**src/core/nvh_consts.svh**
```systemverilog
// Timing counts and widths for the nonvolatile SRAM host controller
`ifndef NVH_CONSTS_SVH
`define NVH_CONSTS_SVH

`define NVH_ADDR_W 19
`define NVH_DATA_W 16
`define NVH_CLK_NS 10
// Setup, strobe, hold and store request times in ns
`define NVH_T_SETUP_NS 10
`define NVH_T_STROBE_NS 50
`define NVH_T_HOLD_NS 10
`define NVH_T_STORE_REQ_NS 30
`define NVH_SETUP_CYC ((`NVH_T_SETUP_NS + `NVH_CLK_NS - 1) / `NVH_CLK_NS)
`define NVH_STROBE_CYC ((`NVH_T_STROBE_NS + `NVH_CLK_NS - 1) / `NVH_CLK_NS)
`define NVH_HOLD_CYC ((`NVH_T_HOLD_NS + `NVH_CLK_NS - 1) / `NVH_CLK_NS)
`define NVH_STORE_REQ_CYC ((`NVH_T_STORE_REQ_NS + `NVH_CLK_NS - 1) / `NVH_CLK_NS)
`define NVH_CNT_W 4

`endif

```
**src/core/nvh_pkg.sv**
```systemverilog
// Types for the nonvolatile SRAM host controller
package nvh_pkg;
   typedef enum logic [6:0] {
      NVH_IDLE  = 7'h01,
      NVH_SETUP = 7'h02,
      NVH_STRB  = 7'h04,
      NVH_HOLD  = 7'h08,
      NVH_SREQ  = 7'h10,
      NVH_SWAIT = 7'h20,
      NVH_DONE  = 7'h40
   } nvh_state_t;

   // Host request
   typedef struct packed {
      logic wr;
      logic store;
      logic [18:0] addr;
      logic [15:0] wdata;
      logic [1:0] byte_en;
   } nvh_req_t;

   // Pins toward the memory
   typedef struct packed {
      logic chip_sel_n;
      logic write_n;
      logic out_en_n;
      logic upper_byte_sel_n;
      logic lower_byte_sel_n;
      logic [18:0] address_in;
   } nvh_pins_t;
endpackage

```
**src/core/nvh_host.sv**
```systemverilog
// Host controller driving the async nonvolatile SRAM pins
//
// Behaviour
// - Address held stable from before write until strobe returns high.
// - Write data valid before and at the strobe's ending edge.
// - Output enable kept high for the whole write.
// - Host watches store/busy to see a running automatic store.
`include "nvh_consts.svh"
module nvh_host (
   input wire logic mclk_i,
   input wire logic rst_i,
   input wire logic en_i,
   input wire logic req_valid_i,
   input wire nvh_pkg::nvh_req_t req_i,
   output logic req_ready_o,
   output logic rsp_valid_o,
   output logic [15:0] rsp_rdata_o,
   output logic busy_o,
   output logic dirty_o,
   output nvh_pkg::nvh_pins_t pins_o,
   input wire logic [15:0] data_io_i,
   output logic [15:0] data_io_o,
   output logic data_io_oe_n_o,
   input wire logic store_busy_n_i,
   output logic store_busy_n_o,
   output logic store_busy_n_oe_n_o
);
   ////////////////////////////////////////////////////////////////////////
   nvh_pkg::nvh_state_t st_q, st_d;
   nvh_pkg::nvh_req_t cur_q, cur_d;
   nvh_pkg::nvh_pins_t pins_q, pins_d;
   logic [`NVH_CNT_W-1:0] cnt_q, cnt_d;
   logic [15:0] rdata_q, rdata_d;
   logic drive_q, drive_d;
   logic spull_q, spull_d;
   logic rsp_q, rsp_d;
   logic dirty_q, dirty_d;
   logic busy_seen;

   // Memory busy: pin low while we are not the one pulling
   assign busy_seen = !store_busy_n_i && !spull_q;

   always_comb begin
      st_d = st_q;
      cur_d = cur_q;
      pins_d = pins_q;
      cnt_d = cnt_q;
      rdata_d = rdata_q;
      drive_d = drive_q;
      spull_d = spull_q;
      rsp_d = 1'b0;
      dirty_d = dirty_q;
      case (st_q)
         nvh_pkg::NVH_IDLE: begin
            pins_d.chip_sel_n = 1'b1;
            pins_d.write_n = 1'b1;
            pins_d.out_en_n = 1'b1;
            drive_d = 1'b0;
            if (req_valid_i && store_busy_n_i) begin
               cur_d = req_i;
               if (req_i.store) begin
                  if (dirty_q) begin
                     spull_d = 1'b1;
                     cnt_d = `NVH_CNT_W'(`NVH_STORE_REQ_CYC);
                     st_d = nvh_pkg::NVH_SREQ;
                  end else begin
                     rsp_d = 1'b1;
                  end
               end else begin
                  pins_d.address_in = req_i.addr;
                  pins_d.upper_byte_sel_n = !req_i.byte_en[1];
                  pins_d.lower_byte_sel_n = !req_i.byte_en[0];
                  cnt_d = `NVH_CNT_W'(`NVH_SETUP_CYC);
                  st_d = nvh_pkg::NVH_SETUP;
               end
            end
         end
         nvh_pkg::NVH_SETUP: begin
            // no select while memory stores
            // A store that starts during setup stalls us here, counter parked at one
            if (cnt_q != `NVH_CNT_W'(1)) begin
               cnt_d = cnt_q - `NVH_CNT_W'(1);
            end else if (store_busy_n_i) begin
               pins_d.chip_sel_n = 1'b0;
               if (cur_q.wr) begin
                  pins_d.write_n = 1'b0;
                  pins_d.out_en_n = 1'b1;
                  drive_d = 1'b1;
               end else begin
                  pins_d.out_en_n = 1'b0;
               end
               cnt_d = `NVH_CNT_W'(`NVH_STROBE_CYC);
               st_d = nvh_pkg::NVH_STRB;
            end
         end
         nvh_pkg::NVH_STRB: begin
            cnt_d = cnt_q - `NVH_CNT_W'(1);
            if (cnt_q == `NVH_CNT_W'(1)) begin
               if (!cur_q.wr) begin
                  rdata_d = data_io_i;
               end else begin
                  dirty_d = 1'b1;
               end
               pins_d.chip_sel_n = 1'b1;
               pins_d.write_n = 1'b1;
               pins_d.out_en_n = 1'b1;
               cnt_d = `NVH_CNT_W'(`NVH_HOLD_CYC);
               st_d = nvh_pkg::NVH_HOLD;
            end
         end
         nvh_pkg::NVH_HOLD: begin
            cnt_d = cnt_q - `NVH_CNT_W'(1);
            if (cnt_q == `NVH_CNT_W'(1)) begin
               drive_d = 1'b0;
               rsp_d = 1'b1;
               st_d = nvh_pkg::NVH_IDLE;
            end
         end
         nvh_pkg::NVH_SREQ: begin
            cnt_d = cnt_q - `NVH_CNT_W'(1);
            if (cnt_q == `NVH_CNT_W'(1)) begin
               spull_d = 1'b0;
               st_d = nvh_pkg::NVH_SWAIT;
            end
         end
         nvh_pkg::NVH_SWAIT: begin
            // memory holds pin low while storing
            // Limitation: a store too short to see is taken as done
            if (store_busy_n_i) begin
               st_d = nvh_pkg::NVH_DONE;
            end
         end
         nvh_pkg::NVH_DONE: begin
            if (store_busy_n_i) begin
               dirty_d = 1'b0;
               rsp_d = 1'b1;
               st_d = nvh_pkg::NVH_IDLE;
            end
         end
         default: begin
            st_d = nvh_pkg::NVH_IDLE;
         end
      endcase
      if (st_q == nvh_pkg::NVH_IDLE && busy_seen) begin
         dirty_d = 1'b0;
      end
   end

   always_ff @(posedge mclk_i or posedge rst_i) begin
      if (rst_i) begin
         st_q <= nvh_pkg::NVH_IDLE;
         cur_q <= '0;
         pins_q <= {5'h1F, 19'h00000};
         cnt_q <= '0;
         rdata_q <= 16'h0000;
         drive_q <= 1'b0;
         spull_q <= 1'b0;
         rsp_q <= 1'b0;
         dirty_q <= 1'b0;
      end else if (en_i) begin
         st_q <= st_d;
         cur_q <= cur_d;
         pins_q <= pins_d;
         cnt_q <= cnt_d;
         rdata_q <= rdata_d;
         drive_q <= drive_d;
         spull_q <= spull_d;
         rsp_q <= rsp_d;
         dirty_q <= dirty_d;
      end
   end

   ////////////////////////////////////////////////////////////////////////
   assign req_ready_o = (st_q == nvh_pkg::NVH_IDLE) && store_busy_n_i;
   assign rsp_valid_o = rsp_q;
   assign rsp_rdata_o = rdata_q;
   assign busy_o = (st_q != nvh_pkg::NVH_IDLE) || !store_busy_n_i;
   assign dirty_o = dirty_q;
   assign pins_o = pins_q;
   assign data_io_o = cur_q.wdata;
   assign data_io_oe_n_o = !drive_q;
   // Open drain: only ever drive low
   assign store_busy_n_o = 1'b0;
   assign store_busy_n_oe_n_o = !spull_q;
endmodule

```
**config.mk**
```make
export PLATFORM = sky130hd
export DESIGN_NAME = nvh_host
export DESIGN_NICKNAME = d
export VERILOG_FILES = /design/src/core/nvh_pkg.sv /design/src/core/nvh_host.sv
export VERILOG_INCLUDE_DIRS = /design/src /design/src/core
export SDC_FILE = /design/constraint.sdc
export NUM_CORES = 1
export LEC_CHECK = 0
export ABC_AREA = 1
export BUFFER_PORTS_ARGS = -buffer_cell sky130_fd_sc_hd__buf_4
export CAP_MARGIN = 5
export CORE_UTILIZATION = 37
export CTS_CLUSTER_DIAMETER = 100
export DETAILED_ROUTE_END_ITERATION = 12
export GPL_ROUTABILITY_DRIVEN = 0
export PLACE_DENSITY = 0.71
export SKIP_LAST_GASP = 1
export SYNTH_ARGS = -nofsm -noshare
export SYNTH_HDL_FRONTEND = slang
export SYNTH_SLANG_ARGS = --single-unit
```
**constraint.sdc**
```tcl
create_clock -name mclk_i -period 2.2 [get_ports mclk_i]
set_input_delay 0.44 -clock mclk_i [delete_from_list [all_inputs] [get_ports mclk_i]]
set_output_delay 0.44 -clock mclk_i [all_outputs]
set_load 0.02 [all_outputs]
```
---- After elaboration in Yosys (flattened, before gate mapping) ----
Cells that the tools add are included.
W data, S select, Z words.
storage, ports and cells
  output and inout port bits .............. 63
  word-level logic and storage cells ...... 113
  bits in registers ....................... 72
cells by class
  reduce and logical (&&, ||, !) cells .... 26
  add/sub/neg operators ................... 1
  mux-type cells .......................... 43
  equal/unequal tests ..................... 26
  bitwise gates (word level) .............. 2
operators with widths
  cell                  number
  $mux W7               10
  $pmux W7 S7           1
  $mux W4               6
  $ne A2 B2 Y1 const B  11
  $reduce_and A6 Y1     3
  $mux W1               17
  $pmux W4 S4           1
  $ne A3 B3 Y1 const B  5
  $reduce_and A5 Y1     3
  $reduce_and A10 Y1    1
  $mux W3               3
  $pmux W3 S3           1
  $reduce_bool A3 Y1    3
  $reduce_and A4 Y1     2
  $eq A7 B1 Y1 const B  1
  $eq A7 B2 Y1 const B  1
  $eq A7 B3 Y1 const B  1
  $eq A7 B4 Y1 const B  1
  $eq A7 B5 Y1 const B  1
  $eq A7 B6 Y1 const B  1
  $eq A7 B7 Y1 const B  1
  $ne A7 B1 Y1 const B  1
  $pmux W1 S3           2
  $logic_not A1 Y1      5
  other kinds (11)      16

---- Depth between registers and ports, before layout ----
Gate-level depths: netlist (run 1).
  word-level depth ........................ 5
  gate-level depth with buffers ........... 11

---- Worst setup path before layout (run 1) ----
No wires, ideal clock.
  kind .................................... flip-flop to output port
  start point ............................. register st_q[0]
  end point ............................... output port busy_o
  data arrival time ....................... 1.372 ns
  cell stages (with the launch flop) ...... 6
  data required time ...................... 1.760 ns
  buffers on the path ..................... 0
  path slack .............................. 0.388 ns
  path through ............................ dfstp_2 nand2_1 nor2_1 nand2_4 nor2_1 inv_1
between the ends
  cells in the longest elaborated chain, start to end .. 2
RTL lines
  what                    line             text
  from (decl)             nvh_host.sv:29   nvh_pkg::nvh_state_t st_q, st_d;
  from (signal assigned)  nvh_host.sv:151  st_q <= nvh_pkg::NVH_IDLE;
  from (signal assigned)  nvh_host.sv:161  st_q <= st_d;
  $ne A7 B1 Y1            nvh_host.sv:177  assign busy_o = (st_q != nvh_pkg::NVH_IDLE) || !store_busy_n_i;
  $logic_or A1 B1 Y1      nvh_host.sv:177
  to (decl)               nvh_host.sv:18   output logic busy_o,
Every way passes these cells.

---- Final worst setup path (run 1) ----
  start point ............................. register st_q[4]
  end point ............................... output port busy_o
Same word-level chain as after synthesis.

==> results of run 1 <==
[cell usage in the layout, fill, tap and decap left out, types with 5 or more instances in the layout]
cell type / n
nand3_1: 46
o21ai_0: 22
mux2_4: 8
dfrtp_1: 66
dfstp_2: 6
mux2_2: 8
nor2_4: 5
nor2_1: 23
nand4_1: 6
inv_1: 41
nand2_2: 6
clkbuf_8: 9
nor2_2: 5
nand2_1: 141
buf_4: 127
[state kept, by name, indices dropped and copies added, names as in the netlist]
register / count
pins_o: 24
data_io_o: 16
drive_q: 1
st_q: 7
cnt_q: 4
rsp_valid_o: 1
cur_q: 1
dirty_o: 1
spull_q: 1
rsp_rdata_o: 16
[per-layer routing]
layer	track usage, %	wire, um	up-vias
li1	-	-	1589
met1	21.54	3626	1487
met2	30.30	4255	113
met3	4.348	672	7
met4	4.794	65	0
met5	0	0	-
[through the flow]
step	hold slack (ns)	worst slack [ns]	total power, uW
6_report	0.2437	0.1318	7008
5_1_grt	0.2396	0.02399	7513
4_1_cts	0.2297	0.07997	7011
3_5_place_dp	0.3675	0.2503	5735
3_3_place_gp	0.3644	0.4065	5645
2_1_floorplan	0.4417	0.3884	4649
[worst paths after layout]
kind	startpoint	endpoint	slack, ns
max	st_q[4]$_DFFE_PP0P_	busy_o	0.13
min	req_i[1]	pins_o[20]$_DFFE_PP1P_	0.24
max reg2reg	st_q[5]$_DFFE_PP0P_	rsp_rdata_o[15]$_DFFE_PP0P_	0.23
min reg2reg	pins_o[22]$_DFFE_PP1P_	pins_o[22]$_DFFE_PP1P_	0.47
max in group asynchronous	rst_i	pins_o[19]$_DFFE_PP1P_	0.99
min in group asynchronous	rst_i	rsp_rdata_o[6]$_DFFE_PP0P_	0.56
[logic make-up after synthesis]
family | Yosys count | synth area share, %
flops | 72 | 49.55
fa+ha+maj | 2 | 0.6853
xor+xnor | 2 | 0.4799
simple gates | 239 | 29.13
mux | 16 | 5.758
compound gates | 31 | 4.353
buf+inv | 75 | 9.938
other cells | 1 | 0.1027
[power by group through the flow]
stage               sequential, uW  combinational, uW  clock [uW]
floorplan                     2600               2050           0
CTS                           2280               3450        1290
finish                        2280               3480        1250
detailed placement            2290               3450           0
global route                  2350               3830        1330
global placement              2270               3370           0
[layout make-up]
type	instances	area, sq um
tap	129	161.4
clock inverter	5	106.4
clock buffer	11	131.4
sequential	72	1809
fill	895	4566
multi-input combinational	291	1481
timing repair buffer	129	983.4
inverter	46	176.4
[repair_timing]
item / 4_1_cts / 5_1_grt
setup endpoints to repair: 0 / 1
resized for setup: 0 / 1
hold buffers: 1 / 0
setup buffers: 0 / 2
endpoints found under the hold margin: 4 / 0
==> flow_metrics.tcl, run 1 <==
set metrics [dict create \
    yosysTopAreaCellShare_pct 45.24 \
    placementRows 35 \
    peakVddDrop_mv 0.7038 \
    yosys_warnings 0 \
    synthFlopType "dfrtp_1" \
    syn_nets 500 \
    die_h_um 101.3 \
    worst_pin_slew_ns 0.6598 \
    fin_skew_ns 0.01076 \
    synth_edf_count 0 \
    clock_latency_ns 0.34 \
    fin_setup_tns_ns 0 \
    syn_area_per_cell_sq_um 8.336 \
    start_util_pct 38.78 \
    startpoint_type "register" \
    leakagePower_uw 0.002675 \
    status "finished clean" \
    yosys-top-cells-count "nand2_1 (141), dfrtp_1 (66), nand3_1 (46), inv_1 (42), nor2_1 (24)" \
    fin_crit_ns 2.068 \
    grt_usage_pct 17.43 \
    hpwl_mm 6.493 \
    grt_max_degree 38 \
    hold_class "in -> reg" \
    drtIter0Drc 156 \
    cp-end-kind "output pin" \
    instances_no_fill 683 \
    grt_pass1_wl_mm 14.21 \
    path_delay_family "simple AND/OR/NAND/NOR gates" \
    synth.area.top_cells "dfrtp_1 (45%), nand2_1 (14%), nand3_1 (6.3%)" \
    fin_util_pct 51.51 \
    path_class "reg -> out" \
    rsz0062_at_grt "false" \
    diodes 0 \
    yosysMostFrequentCell "nand2_1" \
    clock-root-buffer "clkbuf_8" \
    clkSinkCount 72 \
    crit_slowest_cell "dfrtp_1" \
    die_area_sq_um 10270 \
    synth_top_area_cell "dfrtp_1" \
    cts_tree "done" \
    dp_cells 664 \
    slew_viol_final 0 \
    ant_nets 0 \
    power_frac_comb_pct 49.7 \
    worst-path-max-fanout 7 \
    die_w_um 101.3 \
    core_area_sq_um 9415 \
    slew_headroom_pct 55.91 \
    reg2reg_depth 5 \
    slowest_delay_ns 0.43 \
    area_growth_pct 32.83 \
    p_switching_uw 2937 \
    port_buffers 121 \
    place_area_sq_um 4584 \
    ys_seq_area_share_pct 49.55 \
    syn_area_sq_um 3651 \
    grt_pass1_vias 3167 \
    hold_viol_final 0 \
    crit_cells 7 \
    finalSetupViolations 0 \
    design_area_sq_um 4850 \
    remaining_drc_errors 0 \
    cp_num_buf_inv 3 \
    crit_required_ns 1.76 \
    dr_total_vias 3196 \
    antenna_found_initial 0 \
    async_flop_share_pct 100.0 \
    hold_path_depth 2 \
    powerDensity_nw_per_um2 1445 \
    ys_seq_elements 72 \
    clock.fmax_ghz 0.4835 \
    vias_per_cell 4.679 \
    cts_max_path_buffers 2 \
    first_pass_iters 4 \
    yosysUniqueCellTypes 30 \
    overflow 0 \
    htreeDepth 3 \
    synthCells 438 \
    critPathArrivalTime_ns 1.63 \
    switching_share_pct 41.91 \
    io_pins 123 \
    fin_nets 611 \
    cts_buffers 9 \
    crit_top_cell "inv_1" \
    p_clk_share_pct 17.9 \
    post_drt_wl_per_cell_um 12.62 \
    p_seq_share_pct 32.5 \
    timing.max_cap.violations 0 \
    drive_gt1_share_pct 33.94 \
    crit_chain "inv_1 -> nand2_2 -> nor2_4 -> nand2_4 -> nor2_1 -> inv_1 -> buf_4" \
    internal-power_uw 4071 \
    finalCritPeriodShare_pct 94.01 \
    cts.clk_slew.worst_paths_ns 0.09 \
    wirelength_mm 8.620 \
]
Power figures use the tool's default switching activity.
==> run 2, diff against run 1 <==
--- a/config.mk
+++ b/config.mk
@@ -7,6 +7,7 @@
 export NUM_CORES = 1
 export LEC_CHECK = 0
 export ABC_AREA = 1
+export ABC_CLOCK_PERIOD_IN_PS = 2200
 export BUFFER_PORTS_ARGS = -buffer_cell sky130_fd_sc_hd__buf_4
 export CAP_MARGIN = 5
 export CORE_UTILIZATION = 37
@@ -14,6 +15,7 @@
 export DETAILED_ROUTE_END_ITERATION = 12
 export GPL_ROUTABILITY_DRIVEN = 0
 export PLACE_DENSITY = 0.71
+export RECOVER_POWER = 50
 export SKIP_LAST_GASP = 1
 export SYNTH_ARGS = -nofsm -noshare
 export SYNTH_HDL_FRONTEND = slang
==> run 2 against run 1 <==
Compared with the run above:
- via count fell by 0.41%
- core utilization fell by 1.4 points
- clock-buffer cell count did not move
- global-route usage did not move
- sequential share of layout area rose by 1.1 points
- sequential power barely moved
- wire length rose by 0.28%
- hold slack improved by 0.0019 ns
==> flow_metrics.tcl, run 2 (synthesized netlist as in run 1, its figures left out) <==
set metrics [dict create \
    status "finished clean" \
    clock-root-buffer "clkbuf_8" \
    slowest_delay_ns 0.43 \
    antenna_found_initial 0 \
    worst_pin_slew_ns 0.9117 \
    area_growth_pct 29.10 \
    grt_max_degree 38 \
    hold_viol_final 0 \
    crit_top_cell "inv_1" \
    critPathArrivalTime_ns 1.62 \
    peakVddDrop_mv 0.6997 \
    r2r_setup_slack_ns 0.23 \
    first_pass_iters 5 \
    r2r-end "rsp_rdata_o[15]$_DFFE_PP0P_" \
    diodes 0 \
    crit_slowest_cell "dfrtp_1" \
    overflow 0 \
    largest_reg_flops 24 \
    cts_buffers 9 \
    grt_pass1_wl_mm 14.21 \
    cts.clk_slew.worst_paths_ns 0.08 \
    die_h_um 101.3 \
    fin_nets 611 \
    layout_setup_ws_ns 0.1406 \
    wirelength_mm 8.644 \
    ant_nets 0 \
    drive_gt1_share_pct 28.34 \
    leakagePower_uw 0.002546 \
    powerDensity_nw_per_um2 1443 \
    placementRows 35 \
    fin_crit_ns 2.059 \
    post-place-ws_ns 0.2503 \
    clock.fmax_ghz 0.4856 \
    whs_endpoint "pins_o[20]$_DFFE_PP1P_" \
    crit_chain "inv_1 -> nand2_2 -> nor2_4 -> nand2_4 -> nor2_1 -> inv_1 -> buf_4" \
    slew_headroom_pct 39.22 \
    drtIter0Drc 173 \
    start_util_pct 38.78 \
    worst-path-max-fanout 7 \
    final_cell_mix "nand2_1 (141), buf_4 (94), dfrtp_1 (66), nand3_1 (46), inv_1 (41)" \
    dr_total_vias 3183 \
    clkSinkCount 72 \
    die_w_um 101.3 \
    grt_pass1_vias 3167 \
    remaining_drc_errors 0 \
    io_pins 123 \
    grt_usage_pct 17.43 \
    rsz0062_at_grt "false" \
    finalSetupViolations 0 \
    cts_max_path_buffers 2 \
    place_area_sq_um 4584 \
    htreeDepth 3 \
    hpwl_mm 6.493 \
    post_drt_wl_per_cell_um 12.66 \
    design_area_sq_um 4713 \
    hold_path_depth 2 \
    finalCritPeriodShare_pct 93.61 \
    worstReg2RegStart "st_q[5]$_DFFE_PP0P_" \
    die_area_sq_um 10270 \
    vias_per_cell 4.660 \
    cp-end-kind "output pin" \
    slew_viol_final 0 \
    cts_tree "done" \
    startpoint_type "register" \
    clock_latency_ns 0.34 \
    hold_class "in -> reg" \
    fin_skew_ns 0.009374 \
    core_area_sq_um 9415 \
    layout.cells.most_common "nand2_1" \
    fin_setup_tns_ns 0 \
    crit_required_ns 1.76 \
    hold_start "req_i[1]" \
    reg2reg_depth 5 \
    path_class "reg -> out" \
    port_buffers 121 \
    timing.max_cap.violations 0 \
]
## run 2: changes by cell type in the layout (fill, tap and decap cells not counted)
cell / previous run / this run
buf_12: 1 / 0
buf_4: 127 / 94
clkbuf_1: 2 / 33
clkbuf_2: 0 / 2
clkbuf_4: 0 / 1
clkinvlp_2: 0 / 1
clkinvlp_4: 2 / 1
## run 2: area by class of cell
| cell class | count | area, sq um |
|---|---|---|
| Clock buffer | 11 | 131.4 |
| Clock inverter | 5 | 106.4 |
| Fill cell | 939 | 4702 |
| Inverter | 46 | 173.9 |
| Multi-Input combinational cell | 291 | 1481 |
| Sequential cell | 72 | 1809 |
| Tap cell | 129 | 161.4 |
| Timing Repair Buffer | 129 | 849.6 |
## run 2: how the worst max path moves through the flow
stage                   startpoint  cells after the start                     endpoint  slack (ns)
2_1_floorplan  st_q[0]$_DFFE_PP1P_                      5                       busy_o        0.39
3_3_place_gp   st_q[5]$_DFFE_PP0P_                      5   rsp_rdata_o[6]$_DFFE_PP0P_        0.41
3_5_place_dp   st_q[5]$_DFFE_PP0P_                      5  rsp_rdata_o[14]$_DFFE_PP0P_        0.25
4_1_cts        st_q[4]$_DFFE_PP0P_                      7                       busy_o        0.08
5_1_grt        st_q[5]$_DFFE_PP0P_                      5   rsp_rdata_o[7]$_DFFE_PP0P_        0.02
6_report       st_q[4]$_DFFE_PP0P_                      7                       busy_o        0.14
## run 2: metrics by stage
| stage | hold WS, ns | utilization, % | total power, uW | instances |
|---|---|---|---|---|
| after floorplan | 0.4417 | - | 4649 | 438 |
| final | 0.2457 | 50.06 | 6802 | 683 |
| after detailed placement | 0.3675 | 48.69 | 5735 | 664 |
| after global routing | 0.2396 | 50.06 | 7302 | 683 |
| after global placement | 0.3644 | 48.69 | 5645 | 664 |
| after CTS | 0.2297 | 51.32 | 7011 | 681 |
## run 2: where the power goes
group / switching (uW) / internal [uW] / total (uW)
Clock: 493 / 757 / 1250
Combinational: 2080 / 1200 / 3280
Sequential: 360 / 1910 / 2270
Total: 2930 / 3870 / 6800
## run 2: critical path, delay by kind of cell, from the launching register on
family                 cells  cell delay, ns
buffers and inverters      3            0.31
flip-flops                 1            0.43
AND/OR/NAND/NOR            4            0.52
## run 2: repair_timing
item                       in CTS  in global routing
hold buffers                    1                  0
hold endpoints to repair        4                  0
setup buffers                   0                  2
resized for setup               0                  1
setup endpoints to repair       0                  1
## run 2: layer usage
metal | part of all wire [%] | global-route usage, % | vias to the layer above | routed length [um]
met2 | 49 | 30.30 | 117 | 4218
met4 | 1.0 | 4.794 | 0 | 87
met5 | 0 | 0 | - | 0
met3 | 7.9 | 4.348 | 10 | 687
li1 | - | - | 1587 | -
met1 | 42 | 21.54 | 1469 | 3651
==> run 3, diff against run 2 <==
--- a/config.mk
+++ b/config.mk
@@ -6,7 +6,6 @@
 export SDC_FILE = /design/constraint.sdc
 export NUM_CORES = 1
 export LEC_CHECK = 0
-export ABC_AREA = 1
 export ABC_CLOCK_PERIOD_IN_PS = 2200
 export BUFFER_PORTS_ARGS = -buffer_cell sky130_fd_sc_hd__buf_4
 export CAP_MARGIN = 5
==> run 3 against run 2 <==
Compared with the run above:
- worst setup slack got worse by 0.057 ns
- clock skew is 0.00069 ns higher
- via count shrank 8.8%
- clock power down 13%
- clock-buffer cell count unchanged
- non-clock buffer count is 19 higher
- global-route usage fell by 0.21 points
- combinational power hardly changed
- hold slack worse by 0.0046 ns
- sequential cell count is the same
==> flow_metrics.tcl, run 3 <==
set metrics [dict create \
    cts_buffers 9 \
    fin_crit_ns 2.116 \
    slew_headroom_pct 33.83 \
    die_area_sq_um 10010 \
    grt_pass1_vias 2832 \
    status "finished clean" \
    synth_edf_count 0 \
    clock.fmax_ghz 0.4725 \
    fin_util_pct 51.28 \
    syn_nets 391 \
    yosysMostFrequentCell "nand2_1" \
    post-place-ws_ns 0.05759 \
    design_area_sq_um 4761 \
    synthFlopType "dfrtp_1" \
    htreeDepth 3 \
    wirelength_mm 8.378 \
    clock_latency_ns 0.34 \
    core_area_sq_um 9284 \
    num-fill-cells 908 \
    antenna_found_initial 0 \
    ant_nets 0 \
    hold_class "in -> reg" \
    drive_gt1_share_pct 43.51 \
    startpoint_type "register" \
    place_area_sq_um 4583 \
    cts_hold_buffers 0 \
    synth_xor_area_share_pct 1.231 \
    synth_top_area_cell "dfrtp_1" \
    start_util_pct 38.33 \
    yosysTopAreaCellShare_pct 46.41 \
    synth_fa_ha_area_share_pct 0.7032 \
    leakagePower_uw 0.002307 \
    first_pass_iters 4 \
    synth_simple_gate_area_share_pct 18.25 \
    hpwl_mm 6.009 \
    worst-path-max-fanout 3 \
    yosys_warnings 0 \
    path_delay_family "simple AND/OR/NAND/NOR gates" \
    worst_pin_slew_ns 0.9872 \
    slowest_delay_ns 0.43 \
    met1_usage_pct 21.53 \
    peakVddDrop_mv 0.6207 \
    rsz0062_at_grt "true" \
    synthMuxAreaShare_pct 12.31 \
    slew_viol_final 0 \
    synth.area.top_cells "dfrtp_1 (46%), mux2_2 (12%), nand2_1 (7.5%)" \
    fin_nets 519 \
    synth_compound_area_share_pct 9.177 \
    cts_tree "done" \
    timing.max_cap.violations 0 \
    die_w_um 100.1 \
    grt_max_degree 52 \
    fin_skew_ns 0.01007 \
    critPathArrivalTime_ns 1.68 \
    grt-busiest-layer "met2" \
    layout.cells.most_common "buf_4" \
    cts_max_path_buffers 2 \
    grt_usage_pct 17.22 \
    dr_total_vias 2902 \
    ys_seq_area_share_pct 50.84 \
    yosys-top-cells-count "nand2_1 (71), dfrtp_1 (66), mux2_2 (38), buf_4 (20)" \
    ys_seq_elements 72 \
    diodes 0 \
    die_h_um 100.1 \
    crit_chain "or3_4 -> nor3_2 -> buf_4 -> nand2_1 -> inv_1 -> buf_4" \
    powerDensity_nw_per_um2 1385 \
    power_uw 6596 \
    overflow 0 \
    placementRows 35 \
    vias_per_cell 4.910 \
    cp_num_buf_inv 3 \
    drtIter0Drc 165 \
    syn_area_sq_um 3558 \
    grt_use_met2_pct 28.49 \
    crit_slowest_cell "or3_4" \
    finalCritPeriodShare_pct 96.20 \
    largest_reg_flops 24 \
    post_drt_wl_per_cell_um 14.18 \
    fin_setup_tns_ns 0 \
    cts.clk_slew.worst_paths_ns 0.08 \
    crit_required_ns 1.76 \
    path_class "reg -> out" \
    syn_area_per_cell_sq_um 10.82 \
    gr-usage-met3_pct 5.084 \
    clock-root-buffer "clkbuf_8" \
    synthCells 329 \
    port_buffers 121 \
    io_pins 123 \
    finalSetupViolations 0 \
    area_growth_pct 33.79 \
    async_flop_share_pct 100.0 \
    crit_top_cell "buf_4" \
    grt_pass1_wl_mm 13.54 \
    yosysUniqueCellTypes 55 \
    clkSinkCount 72 \
    layout_setup_ws_ns 0.08368 \
    cp-end-kind "output pin" \
    hold_viol_final 0 \
    final_cell_mix "buf_4 (117), nand2_1 (71), dfrtp_1 (62), mux2_2 (38), clkbuf_1 (27)" \
    remaining_drc_errors 0 \
    synth_top_family_by_area "simple AND/OR/NAND/NOR gates" \
]
run 3: what timing repair did:
action,in CTS,in global routing
buffers inserted,6,2
endpoints found under the setup margin,2,4
pin swaps,0,1
resized for setup,5,2
run 3: stage by stage:
step / hold WS [ns] / std cells
after floorplan: 0.4819 / 329
after global placement: 0.4576 / 567
after detailed placement: 0.4594 / 567
after CTS: 0.1158 / 589
after global routing: 0.2350 / 591
final: 0.2411 / 591
run 3: cells by family after synthesis:
logic type                 Yosys count
muxes                               39
AOI/OAI and AO/OA                   45
DFF                                 72
xor gates and xnor gates             5
and+or+nand+nor                    124
buffers and inverters               41
other                                1
adders and majority gates            2
run 3: final cells by class:
cell class	count	area, sq um	share of cell area, %
multi-input cells	216	1501	31.54
well taps	129	161.4	3.390
inverters	10	38.79	0.8147
flip-flops and latches	72	1814	38.11
repair buffers	148	1040	21.84
clock inverters	5	63.81	1.340
clock buffers	11	141.4	2.970
run 3: routing by layer:
| metal | up-vias | wire [um] |
|---|---|---|
| met5 | - | 0 |
| met4 | 0 | 132 |
| met3 | 11 | 506 |
| met2 | 105 | 4193 |
| li1 | 1376 | - |
| met1 | 1410 | 3545 |
run 3: where the power goes:
part	switching, uW	internal, uW	total (uW)
clock network	522	564	1090
registers	341	1890	2230
logic	1830	1450	3280
total	2690	3910	6600
run 3: worst paths after layout:
check                                             from                endpoint  slack, ns  cells after the start
worst max-delay path               st_q[3]$_DFFE_PP0P_             req_ready_o       0.08                      6
worst min-delay path                          req_i[0]  pins_o[19]$_DFFE_PP1P_       0.24                      2
worst max register to register     st_q[4]$_DFFE_PP0P_     st_q[1]$_DFFE_PP0P_       0.10                      7
worst min register to register  pins_o[19]$_DFFE_PP1P_  pins_o[19]$_DFFE_PP1P_       0.47                      2
max in group asynchronous                        rst_i     st_q[0]$_DFFE_PP1P_       1.15                      3
min in group asynchronous                        rst_i   pins_o[7]$_DFFE_PP0P_       0.27                      2
